$ cat config.mk
export PLATFORM = sky130hd
export DESIGN_NAME = ecp_top
export DESIGN_NICKNAME = d
export VERILOG_FILES = /design/src/design/ecp_pkg.sv /design/src/design/ecp_wdog.sv /design/src/design/ecp_chan.sv /design/src/design/ecp_top.sv
export SDC_FILE = /design/constraint.sdc
export NUM_CORES = 1
export LEC_CHECK = 0
export BUFFER_PORTS_ARGS = -buffer_cell sky130_fd_sc_hd__buf_2
export CAP_MARGIN = 20
export CORE_AREA = 4 4 210 212
export DETAILED_ROUTE_END_ITERATION = 8
export DIE_AREA = 0 0 214 216
export GPL_TIMING_DRIVEN = 0
export PLACE_DENSITY = 0.87
export SLEW_MARGIN = 20
export SYNTH_ARGS = -nofsm -noshare
export SYNTH_HDL_FRONTEND = slang
export SYNTH_SLANG_ARGS = --single-unit
$ cat constraint.sdc
create_clock -name MCLK_I -period 2.4 [get_ports MCLK_I]
set_input_delay 0.48 -clock MCLK_I [delete_from_list [all_inputs] [get_ports MCLK_I]]
set_output_delay 0.48 -clock MCLK_I [all_outputs]
set_load 0.01 [all_outputs]
$ cat src/design/ecp_pkg.sv
// Purpose: constants and types of the path config bank
// Assumes: 8-bit register port, 25 MHz clock
// Notes: all config registers are write only
package ecp_pkg;

    // Register offsets
    localparam logic [7:0] ADDR_PROT    = 8'h01;
    localparam logic [7:0] ADDR_WDK1    = 8'h02;
    localparam logic [7:0] ADDR_WDK2    = 8'h03;
    localparam logic [7:0] ADDR_WDK3    = 8'h04;
    localparam logic [7:0] ADDR_PCM     = 8'h06;
    localparam logic [7:0] ADDR_INTERRUPT_SOURCE_MASK  = 8'h07;
    localparam logic [7:0] ADDR_STATUS  = 8'h08;
    localparam logic [7:0] ADDR_PCM_OUTPUT_GLOBAL_CONFIG = 8'h30;
    localparam logic [7:0] ADDR_ENCODING_LAW_GLOBAL_CONFIG = 8'h3f;
    localparam logic [7:0] ADDR_CH_BASE = 8'h40;
    localparam logic [7:0] ADDR_CH_LAST = 8'h5f;

    // Key values
    localparam logic [7:0] WDOG_KEY1  = 8'haa;
    localparam logic [7:0] WDOG_KEY2  = 8'h99;
    localparam logic [7:0] WDOG_KEY3  = 8'h1d;
    localparam logic [7:0] UNLOCK_KEY = 8'h95;

    // Values after reset
    localparam logic [7:0] RST_PROT    = 8'h00;
    localparam logic [3:0] RST_PCM     = 4'h0;
    localparam logic [7:0] RST_PCM_OUTPUT_GLOBAL_CONFIG = 8'h03;
    localparam logic [3:0] RST_ENCODING_LAW_GLOBAL_CONFIG = 4'h0;
    localparam logic [7:0] RST_CHCTL   = 8'h00;
    localparam logic [6:0] RST_INTERRUPT_SOURCE_MASK  = 7'h7f;

    // Field positions and channel count
    localparam int WDOG_BIT   = 6;
    localparam int UNLOCK_BIT = 7;
    localparam int NUM_CH     = 32;

    // Watchdog window
    localparam longint WDOG_TIME_MS  = 2000;
    localparam longint CLK_PERIOD_NS = 40;
    localparam int WDOG_CYCLES =
        int'(WDOG_TIME_MS * 64'd1000000 / CLK_PERIOD_NS);

    typedef struct packed {
        logic sr_loop;
        logic rs_loop;
        logic r_bypass;
        logic s_bypass;
    } ecp_pcm_t;

    typedef struct packed {
        logic std_noise;
        logic noise_mode;
        logic so_att_en;
        logic so_att_lvl;
        logic ro_att_en;
        logic ro_att_lvl;
        logic dyn_sub;
        logic err_inv;
    } ecp_pcm_output_global_config_t;

    typedef struct packed {
        logic per_chan;
        logic g_fallback;
        logic g_near;
        logic g_far;
    } ecp_encoding_law_global_config_t;

    typedef struct packed {
        logic fallback;
        logic near_law;
        logic far_law;
        logic conv_off;
        logic freeze;
        logic nlp_off;
        logic chan_off;
        logic reg_only;
    } ecp_chctl_t;

    typedef struct packed {
        logic near_law;
        logic far_law;
        logic conv_off;
        logic freeze;
        logic nlp_off;
        logic bypass;
        logic so_att;
        logic ro_att;
    } ecp_chout_t;

    typedef struct packed {
        logic conv_off;
        logic freeze;
        logic nlp_off;
        logic chan_off;
    } ecp_ext_t;

endpackage : ecp_pkg

$ cat src/design/ecp_wdog.sv
// Purpose: watchdog key sequence and two second timer
// Assumes: key strobes are one cycle long
// Notes: wrong key restarts the sequence, timer keeps running
module ecp_wdog #(
    parameter int CYCLES = ecp_pkg::WDOG_CYCLES
) (
    input  wire logic       clk_i,    // Device clock
    input  wire logic       rst_n_i,  // Async reset, active low
    input  wire logic [2:0] key_wr_i, // Key register write strobes
    input  wire logic [7:0] data_i,   // Written key value
    output logic            ok_o,     // Sequence done pulse
    output logic            expire_o  // Window missed pulse
);
    import ecp_pkg::*;

    typedef enum logic [2:0] {
        WK_IDLE = 3'b001,
        WK_ONE  = 3'b010,
        WK_TWO  = 3'b100
    } ecp_wkst_t;

    ecp_wkst_t   st_reg;
    logic [31:0] cnt_reg;
    logic        done;
    logic        tmo;

    assign done = (st_reg == WK_TWO) && key_wr_i[2] && (data_i == WDOG_KEY3);
    assign tmo  = (cnt_reg == 32'(CYCLES - 1));

    // Sequence state
    always_ff @(posedge clk_i or negedge rst_n_i) begin
        if (!rst_n_i) begin
            st_reg <= WK_IDLE;
        end else if (tmo || done) begin
            st_reg <= WK_IDLE;
        end else if (|key_wr_i) begin
            unique case (st_reg)
                WK_IDLE: st_reg <= (key_wr_i[0] && data_i == WDOG_KEY1)
                                   ? WK_ONE : WK_IDLE;
                WK_ONE:  st_reg <= (key_wr_i[1] && data_i == WDOG_KEY2)
                                   ? WK_TWO : WK_IDLE;
                WK_TWO:  st_reg <= WK_IDLE;
            endcase
        end
    end

    always_ff @(posedge clk_i or negedge rst_n_i) begin
        if (!rst_n_i) begin
            cnt_reg  <= 32'h0;
            ok_o     <= 1'b0;
            expire_o <= 1'b0;
        end else begin
            cnt_reg  <= (tmo || done) ? 32'h0 : cnt_reg + 32'h1;
            ok_o     <= done;
            expire_o <= tmo;
        end
    end
endmodule // ecp_wdog

$ cat src/design/ecp_chan.sv
// Purpose: resolve one channel's effective controls and laws
// Assumes: external control bits synchronous to the clock
// Notes: outputs registered, one cycle after any change
module ecp_chan (
    input  wire logic                  clk_i,   // Device clock
    input  wire logic                  rst_n_i, // Async reset, active low
    input  wire ecp_pkg::ecp_chctl_t   ctl_i,   // Channel register
    input  wire ecp_pkg::ecp_encoding_law_global_config_t law_i,   // Global law register
    input  wire ecp_pkg::ecp_ext_t     ext_i,   // External sources
    input  wire logic                  so_en_i, // Send atten enable
    input  wire logic                  ro_en_i, // Receive atten enable
    output ecp_pkg::ecp_chout_t        out_o    // Effective controls
);
    import ecp_pkg::*;

    ecp_ext_t   eff;
    ecp_chout_t nxt;

    assign eff = ctl_i.reg_only ? '0 : ext_i;

    always_comb begin
        nxt          = '0;
        nxt.conv_off = ctl_i.conv_off | eff.conv_off;
        nxt.freeze   = ctl_i.freeze | eff.freeze;
        nxt.nlp_off  = ctl_i.nlp_off | eff.nlp_off;
        nxt.bypass   = ctl_i.chan_off | eff.chan_off;
        if (law_i.per_chan) begin
            nxt.near_law = nxt.conv_off ? ctl_i.fallback : ctl_i.near_law;
            nxt.far_law  = nxt.conv_off ? ctl_i.fallback : ctl_i.far_law;
        end else begin
            nxt.near_law = nxt.conv_off ? law_i.g_fallback : law_i.g_near;
            nxt.far_law  = nxt.conv_off ? law_i.g_fallback : law_i.g_far;
        end
        nxt.so_att = so_en_i & ~nxt.bypass;
        nxt.ro_att = ro_en_i & ~nxt.bypass;
    end

    always_ff @(posedge clk_i or negedge rst_n_i) begin
        if (!rst_n_i) begin
            out_o <= '0;
        end else begin
            out_o <= nxt;
        end
    end

endmodule // ecp_chan

$ cat src/design/ecp_top.sv
// Purpose: write-only configuration bank of the echo canceller
// Assumes: one-cycle strobes, read data valid the cycle after
// Notes: only the status register reads back non-zero
//
// Added by the designer: the plain strobed port.
module ecp_top #(
    parameter int WDOG_CYCLES = ecp_pkg::WDOG_CYCLES
) (
    input  wire logic                  MCLK_I,        // 25 MHz clock
    input  wire logic                  RSTN_I,        // Async reset, low
    input  wire logic [7:0]            ADDR_I,        // Register address
    input  wire logic [7:0]            WDATA_I,       // Write data
    input  wire logic                  WR_I,          // Write strobe
    input  wire logic                  RD_I,          // Read strobe
    input  wire logic [5:0]            IRQ_SRC_I,     // Event sources
    input  wire ecp_pkg::ecp_ext_t [31:0] EXT_I,      // External controls
    output logic [7:0]                 RDATA_O,       // Read data
    output logic                       IRQ_O,         // Interrupt, high
    output ecp_pkg::ecp_pcm_t          PCM_O,         // Loop and bypass
    output ecp_pkg::ecp_pcm_output_global_config_t      CONF_O,        // Output config
    output ecp_pkg::ecp_chout_t [31:0] CH_O           // Channel controls
);
    import ecp_pkg::*;

    ////////////////////////////////////////////////////////////////////
    // Storage

    logic [7:0]   prot_reg;
    ecp_pcm_t     pcm_reg;
    ecp_pcm_output_global_config_t pcm_output_global_config_reg;
    ecp_encoding_law_global_config_t encoding_law_global_config_reg;
    logic [6:0]   interrupt_source_mask_reg;
    ecp_chctl_t   chctl_reg [NUM_CH];
    logic         wdog_flag_reg;
    logic [7:0]   rdata_reg;
    logic         irq_reg;
    ecp_pcm_t     pcm_out_reg;
    ecp_pcm_output_global_config_t conf_out_reg;

    logic         unlocked;
    logic         wr_prot;
    logic         ch_hit;
    logic [4:0]   ch_idx;
    logic [7:0]   ch_off;
    logic [6:0]   status;
    logic [2:0]   key_wr;
    logic         wd_ok;
    logic         wd_expire;
    logic         stat_rd;
    logic [7:0]   rdata_next;
    logic         irq_next;

    ////////////////////////////////////////////////////////////////////
    // Address decode

    assign unlocked = (prot_reg == UNLOCK_KEY);
    assign wr_prot  = WR_I && unlocked;

    assign ch_hit = (ADDR_I >= ADDR_CH_BASE) && (ADDR_I <= ADDR_CH_LAST);
    assign ch_off = ADDR_I - ADDR_CH_BASE;
    assign ch_idx = ch_off[4:0];

    // Key strobes, not protected
    assign key_wr = {WR_I && ADDR_I == ADDR_WDK3,
                     WR_I && ADDR_I == ADDR_WDK2,
                     WR_I && ADDR_I == ADDR_WDK1};

    assign stat_rd = RD_I && (ADDR_I == ADDR_STATUS);

    ////////////////////////////////////////////////////////////////////
    // Protection register

    always_ff @(posedge MCLK_I or negedge RSTN_I) begin
        if (!RSTN_I) begin
            prot_reg <= RST_PROT;
        end else if (WR_I && ADDR_I == ADDR_PROT) begin
            prot_reg <= WDATA_I;
        end
    end

    ////////////////////////////////////////////////////////////////////
    // Global configuration registers

    always_ff @(posedge MCLK_I or negedge RSTN_I) begin
        if (!RSTN_I) begin
            pcm_reg <= RST_PCM;
        end else if (wr_prot && ADDR_I == ADDR_PCM) begin
            pcm_reg <= WDATA_I[3:0];
        end
    end

    always_ff @(posedge MCLK_I or negedge RSTN_I) begin
        if (!RSTN_I) begin
            pcm_output_global_config_reg <= RST_PCM_OUTPUT_GLOBAL_CONFIG;
        end else if (wr_prot && ADDR_I == ADDR_PCM_OUTPUT_GLOBAL_CONFIG) begin
            pcm_output_global_config_reg <= WDATA_I;
        end
    end

    always_ff @(posedge MCLK_I or negedge RSTN_I) begin
        if (!RSTN_I) begin
            encoding_law_global_config_reg <= RST_ENCODING_LAW_GLOBAL_CONFIG;
        end else if (wr_prot && ADDR_I == ADDR_ENCODING_LAW_GLOBAL_CONFIG) begin
            encoding_law_global_config_reg <= WDATA_I[3:0];
        end
    end

    always_ff @(posedge MCLK_I or negedge RSTN_I) begin
        if (!RSTN_I) begin
            interrupt_source_mask_reg <= RST_INTERRUPT_SOURCE_MASK;
        end else if (WR_I && ADDR_I == ADDR_INTERRUPT_SOURCE_MASK) begin
            interrupt_source_mask_reg <= WDATA_I[6:0];
        end
    end

    ////////////////////////////////////////////////////////////////////
    // Channel registers

    always_ff @(posedge MCLK_I or negedge RSTN_I) begin
        if (!RSTN_I) begin
            for (int i = 0; i < NUM_CH; i++) begin
                chctl_reg[i] <= RST_CHCTL;
            end
        end else if (wr_prot && ch_hit) begin
            chctl_reg[ch_idx] <= WDATA_I;
        end
    end

    ////////////////////////////////////////////////////////////////////
    // Watchdog

    ecp_wdog #(
        .CYCLES   (WDOG_CYCLES)
    ) u_wdog (
        .clk_i    (MCLK_I),
        .rst_n_i  (RSTN_I),
        .key_wr_i (key_wr),
        .data_i   (WDATA_I),
        .ok_o     (wd_ok),
        .expire_o (wd_expire)
    );

    // sticky flag, set beats read clear
    always_ff @(posedge MCLK_I or negedge RSTN_I) begin
        if (!RSTN_I) begin
            wdog_flag_reg <= 1'b0;
        end else if (wd_expire) begin
            wdog_flag_reg <= 1'b1;
        end else if (stat_rd) begin
            wdog_flag_reg <= 1'b0;
        end
    end

    ////////////////////////////////////////////////////////////////////
    // Status, interrupt and read data

    assign status = {wdog_flag_reg, IRQ_SRC_I};

    assign irq_next = |(status & ~interrupt_source_mask_reg);

    // Read answer, status only
    always_comb begin
        rdata_next = 8'h00;
        if (stat_rd) begin
            rdata_next = {unlocked, status};
        end
    end

    always_ff @(posedge MCLK_I or negedge RSTN_I) begin
        if (!RSTN_I) begin
            rdata_reg <= 8'h00;
            irq_reg   <= 1'b0;
        end else begin
            rdata_reg <= rdata_next;
            irq_reg   <= irq_next;
        end
    end

    ////////////////////////////////////////////////////////////////////
    // Path outputs

    always_ff @(posedge MCLK_I or negedge RSTN_I) begin
        if (!RSTN_I) begin
            pcm_out_reg  <= RST_PCM;
            conf_out_reg <= RST_PCM_OUTPUT_GLOBAL_CONFIG;
        end else begin
            pcm_out_reg         <= pcm_reg;
            pcm_out_reg.sr_loop <= pcm_reg.sr_loop & ~pcm_reg.rs_loop;
            conf_out_reg        <= pcm_output_global_config_reg;
        end
    end

    assign RDATA_O = rdata_reg;
    assign IRQ_O   = irq_reg;
    assign PCM_O   = pcm_out_reg;
    assign CONF_O  = conf_out_reg;

    ////////////////////////////////////////////////////////////////////
    // Channel resolvers

    for (genvar c = 0; c < NUM_CH; c++) begin : g_ch
        ecp_chan u_chan (
            .clk_i   (MCLK_I),
            .rst_n_i (RSTN_I),
            .ctl_i   (chctl_reg[c]),
            .law_i   (encoding_law_global_config_reg),
            .ext_i   (EXT_I[c]),
            .so_en_i (pcm_output_global_config_reg.so_att_en),
            .ro_en_i (pcm_output_global_config_reg.ro_att_en),
            .out_o   (CH_O[c])
        );
    end
endmodule // ecp_top

# Yosys cells after proc, flatten, opt, wreduce, memory -nomap -nowiden
# Cells that the tools add are included.
[op_classes]
add_sub_neg = 2
reduce_logical = 22
bitwise_logic = 229
magnitude_cmp = 4
n_eq_ne = 17
muxes = 204
[ops]
columns = ["op", "count"]
rows = [
  ["bitwise mux 256 bit", 1],
  ["2-to-1 mux 1 bit", 130],
  ["2-to-1 mux 4 bit", 32],
  ["OR 1 bit", 128],
  ["2-to-1 mux 2 bit", 33],
  ["bitwise AND 1 bit", 65],
  ["demux 8 bit (select 5 bit)", 1],
  ["inverter 1 bit", 33],
  ["adder 32 x 1 -> 32 bit, second input constant", 1],
  ["== test 32 x 26 -> 1 bit, second input constant", 1],
  ["2-to-1 mux 32 bit", 1],
  ["== test 8 x 3 -> 1 bit, second input constant", 3],
  ["== test 8 bit, second input constant", 3],
  ["logical AND 1 bit", 17],
  ["== test 8 x 2 -> 1 bit, second input constant", 2],
  ["== test 8 x 6 -> 1 bit, second input constant", 2],
  ["2-to-1 mux 8 bit", 2],
  ["2-to-1 mux 3 bit", 3],
  ["case mux 3 bit (3 select lines)", 1],
  ["== test 8 x 1 -> 1 bit, second input constant", 1],
  ["== test 8 x 4 -> 1 bit, second input constant", 1],
  ["== test 8 x 5 -> 1 bit, second input constant", 1],
  ["greater-or-equal comparator 8 x 7 -> 1 bit, second input constant", 1],
  ["less-or-equal comparator 8 x 7 -> 1 bit, second input constant", 1],
  ["other kinds (13)", 14],
]
[word_totals]
inputBits = 154
out_inout_bits = 277
elab_cells = 1026
register_bits = 601

# Longest topological paths before layout
[depth]
word_depth = 7
depth_mapped = 7
ltp_nobuf = 5

# By module
# Synthesis repeated with hierarchy kept, for this count alone.
[unflattened]
cells_unflattened = 1567
hier_area_um2 = 23354.9
[modules_own_cells]
columns = ["module", "seq_area_each_um2", "cells_per_inst", "instances", "area_per_inst_um2"]
rows = [
  ["ecp_top", 7746.2, 747, 1, 11856.4],
  ["ecp_chan", 200.2, 19, 32, 297.8],
  ["ecp_wdog", 927.1, 212, 1, 1969.4],
]

# Least setup slack after synthesis
# OpenSTA, ideal clock, no wires.
[synth_timing]
path_type = "input port to flip-flop"
from = "input ADDR_I[4]"
to = "register pcm_reg[0] in the netlist's numbering"
required_time_ns = 2.275
setup_ns = 0.125
setup_slack_ns = 0.237
arrival_ns = 2.039
n_path_buf = 1
stages = 5
path_cell_list = "clkbuf_1 -> nor4_2 -> nand3_1 -> nor3b_1 -> mux2_2"
[synth_between]
elab_chain_cells = 2
[synth_rtl]
columns = ["item", "line_no", "text"]
rows = [
  ["from (decl)", "ecp_top.sv:11", "input wire logic [7:0] ADDR_I,"],
  ["== test 8 x 3 -> 1 bit", "ecp_top.sv:87", "end else if (wr_prot && ADDR_I == ADDR_PCM) begin"],
  ["logical AND 1 bit", "ecp_top.sv:87", ""],
  ["to (signal assigned)", "ecp_top.sv:88", "pcm_reg <= WDATA_I[3:0];"],
  ["to (decl)", "ecp_top.sv:29", "ecp_pcm_t pcm_reg;"],
]
# No other way between the ends.
# A chain may end at the register's enable or synchronous reset.

# Worst setup path in the final report
[layout_timing]
from = "register prot_reg[6]"
to = "register pcm_reg[2] in the netlist's numbering"
[layout_between]
elab_chain_cells = 3
[layout_rtl]
columns = ["item", "line_no", "text"]
rows = [
  ["from (decl)", "ecp_top.sv:28", "logic [7:0] prot_reg;"],
  ["from (signal assigned)", "ecp_top.sv:75", "prot_reg <= RST_PROT;"],
  ["from (signal assigned)", "ecp_top.sv:77", "prot_reg <= WDATA_I;"],
  ["== test 8 bit", "ecp_top.sv:56", "assign unlocked = (prot_reg == UNLOCK_KEY);"],
  ["logical AND 1 bit", "ecp_top.sv:57", "assign wr_prot = WR_I && unlocked;"],
  ["logical AND 1 bit", "ecp_top.sv:87", ""],
]
# No other way between the ends.

==> results.cfg <==
[global_routing]
grt_overflow = 0
grt_max_degree = 107
grt.total_usage = 0.270
antenna_found_initial = 9
grt_pass1_wl_um = 96000
grt_pass1_vias = 16100

[yosys]
synth_cell_types = 46
ys_seq_elements = 601
ys.flop_type = dfrtp_1
syn_nets = 1726
synth_area_per_cell_um2 = 14.7
synth_xor_area_frac = 0.0107
synth_edf_count = 0
ys_seq_area_frac = 0.654
syn_inst = 1571
synthAdderAreaFrac = 0.000543
synth_compound_area_frac = 0.0402
synth-simple-area-share = 0.0617
synth_top_family_by_area = multiplexers
ys_async_sr_fraction = 1.00
synth_mux_area_frac = 0.203
synth_area_um2 = 23000
yosys_warnings = 0

[worst_setup_path]
cp_max_fo = 6
crit_arrival_ns = 2.94
critPathCaptureType = flip-flop
startpoint = prot_reg[6]$_DFFE_PN0P_
start_kind = flip-flop
r2r-start = prot_reg[6]$_DFFE_PN0P_
critPathRequiredTime_ns = 2.88
crit_type = reg -> reg
reg2regPathDepth = 4

[pwr]
power.total_uw = 20300
ir_drop_mv = 0.520
cellPowerDensity_nw_per_um2 = 720
p_leak_uw = 0.0146

[timing]
layout_setup_ws_ns = -0.0696
clock.fmax_ghz = 0.405
hold_ws_ns = 0.0791
post-route-period-util = 1.03
fin_skew_ns = 0.0192
finalHoldViolations = 0
fin_crit_ns = 2.47
drv_slew = 0
maxSlewHeadroom = 0.245
finalSetupViolCount = 28
rsz0062_at_grt = yes
tightest_slew_ns = 1.12

[die]
die_h_um = 216
rows = 75
chipWidth_um = 214
ios = 431
fp.coreArea_um2 = 41900
die-area_um2 = 46200
start_util = 0.549

[finish]
drive_gt1_frac = 0.439
fin_nets = 2220
seqCellArea_um2 = 15100
final_cell_mix = dfrtp_1, buf_2, mux2_2
multi_input_area_um2 = 7470
final_common_cell = dfrtp_1
fin_cells = 2651
fin_util = 0.672
fill_cells = 2772
areaGrowthSynthToFinish_pct = 22.4

[route]
maxUsedRoutingLayer = met5
route.detailed.drc = 0
vias_per_cell = 5.66
wl_per_cell_um = 23.7
num_vias = 15000
wl_met2_um = 31300
antenna_left = 0
met1_length_um = 24400
first_iter_violations = 1109
dr.pass1.iters = 5
wl_met3_um = 4860
drt_wl_total_um = 62700

[worst_hold_path]
min_path_type = in -> reg
worstHoldPathCells = 2
holdCritStartpoint = EXT_I[117]

[clocking]
cts_tree = yes
ctsHtreeMaxLevel = 2
numCtsBuffers = 57
cts_buffer_depth = 3
root_buffer = clkbuf_16
clk_pin_slew_ns = 0.06
clkLatencyLatePin_ns = 0.61
clock_sinks = 601

[status]
outcome = finished, violations left
violations = negative setup slack

[place]
hpwl_um = 44400
io_buffers = 422
globalplace.congestion = 0.893
post-place-ws_ns = -0.531
place_inst = 2538

[run]
maxCapViolCount = 0
## stage by stage
step	area [um2]	TNS (ns)
finish	28200	-0.727
global route	28200	-8.38
CTS	28000	-15.54
detailed placement	26000	-46.73
global placement	25800	-6325.62
floorplan	23000	0
## layer usage
layer / vias to the layer above / GRT usage
met2: 626 / 0.456
li1: 6404 / -
met5: - / 0
met4: 8 / 0.0929
met1: 7822 / 0.344
met3: 153 / 0.0714
## synthesized netlist by cell type, drive strengths merged, types with 2 or more instances
cell	number	area, um2
and2	70	438
nor2b	5	31.3
mux2i	2	20.0
a21oi	69	345
o21ai	2	10.0
clkbuf	67	251
nor4bb	4	40.0
mux2	285	3210
nor4	11	75.1
buf	4	31.3
a21o	65	488
nor3	19	100
mux4	64	1440
nand2	36	135
or4	2	18.8
dfrtp	589	14700
inv	110	413
dfstp	12	315
nand4b	2	17.5
nor2	67	262
or3	2	12.5
xor2	5	43.8
xnor2	23	201
and4	3	26.3
nor3b	3	22.5
nor4b	3	26.3
nand2b	4	25.0
and3	5	31.3
nand4	11	68.8
nand3	18	90.1
## path summary, 6_finish.rpt
check                                                               to  slack [ns]
setup reg to reg                                pcm_reg[2]$_DFFE_PN0P_       -0.07
hold / removal                      g_ch[29].u_chan.out_o[3]$_DFF_PN0_        0.08
hold reg to reg                                    CONF_O[1]$_DFF_PN1_        0.36
max in group asynchronous  pcm_output_global_config_reg[1]$_DFFE_PN1P_        0.42
min in group asynchronous            g_ch[4].u_chan.out_o[0]$_DFF_PN0_        0.30
setup / recovery                                pcm_reg[2]$_DFFE_PN0P_       -0.07
## logic make-up after synthesis
| kind of cell | Yosys count |
|---|---|
| flip-flops | 601 |
| multiplexers | 351 |
| AND/OR/NAND/NOR | 265 |
| buffers and inverters | 181 |
| AO/OA/AOI/OAI | 144 |
| XOR/XNOR | 28 |
| adder cells (fa/ha/maj) | 1 |
## repair_timing
| action | CTS | global route |
|---|---|---|
| hold endpoints to repair | 18 | 0 |
| hold buffers | 1 | 0 |
| pin swaps | 1 | 5 |
| setup buffers | 2 | 4 |
| gates resized for setup | 12 | 46 |
| setup endpoints to repair | 207 | 294 |
## area by class of cell
type,count,area share
Sequential cell,601,0.534
Multi-Input combinational cell,789,0.265
Timing Repair Buffer,435,0.0844
Clock buffer,88,0.0608
Tap cell,539,0.0239
Inverter,110,0.0147
Buffer,71,0.0104
Clock inverter,15,0.00639
Antenna cell,3,0.000266
## critical path: stages (launching register included)
cell and delay, ns:
dfrtp_1 0.38, nor4bb_1 0.39, nand2_1 0.32, nor3b_1 0.83
mux2_2 0.42
## power by group
part | internal (uW) | switching, uW
Clock | 5310 | 3760
Combinational | 312 | 611
Sequential | 10300 | 37.5
No activity file was read; power rests on OpenSTA's default activity.
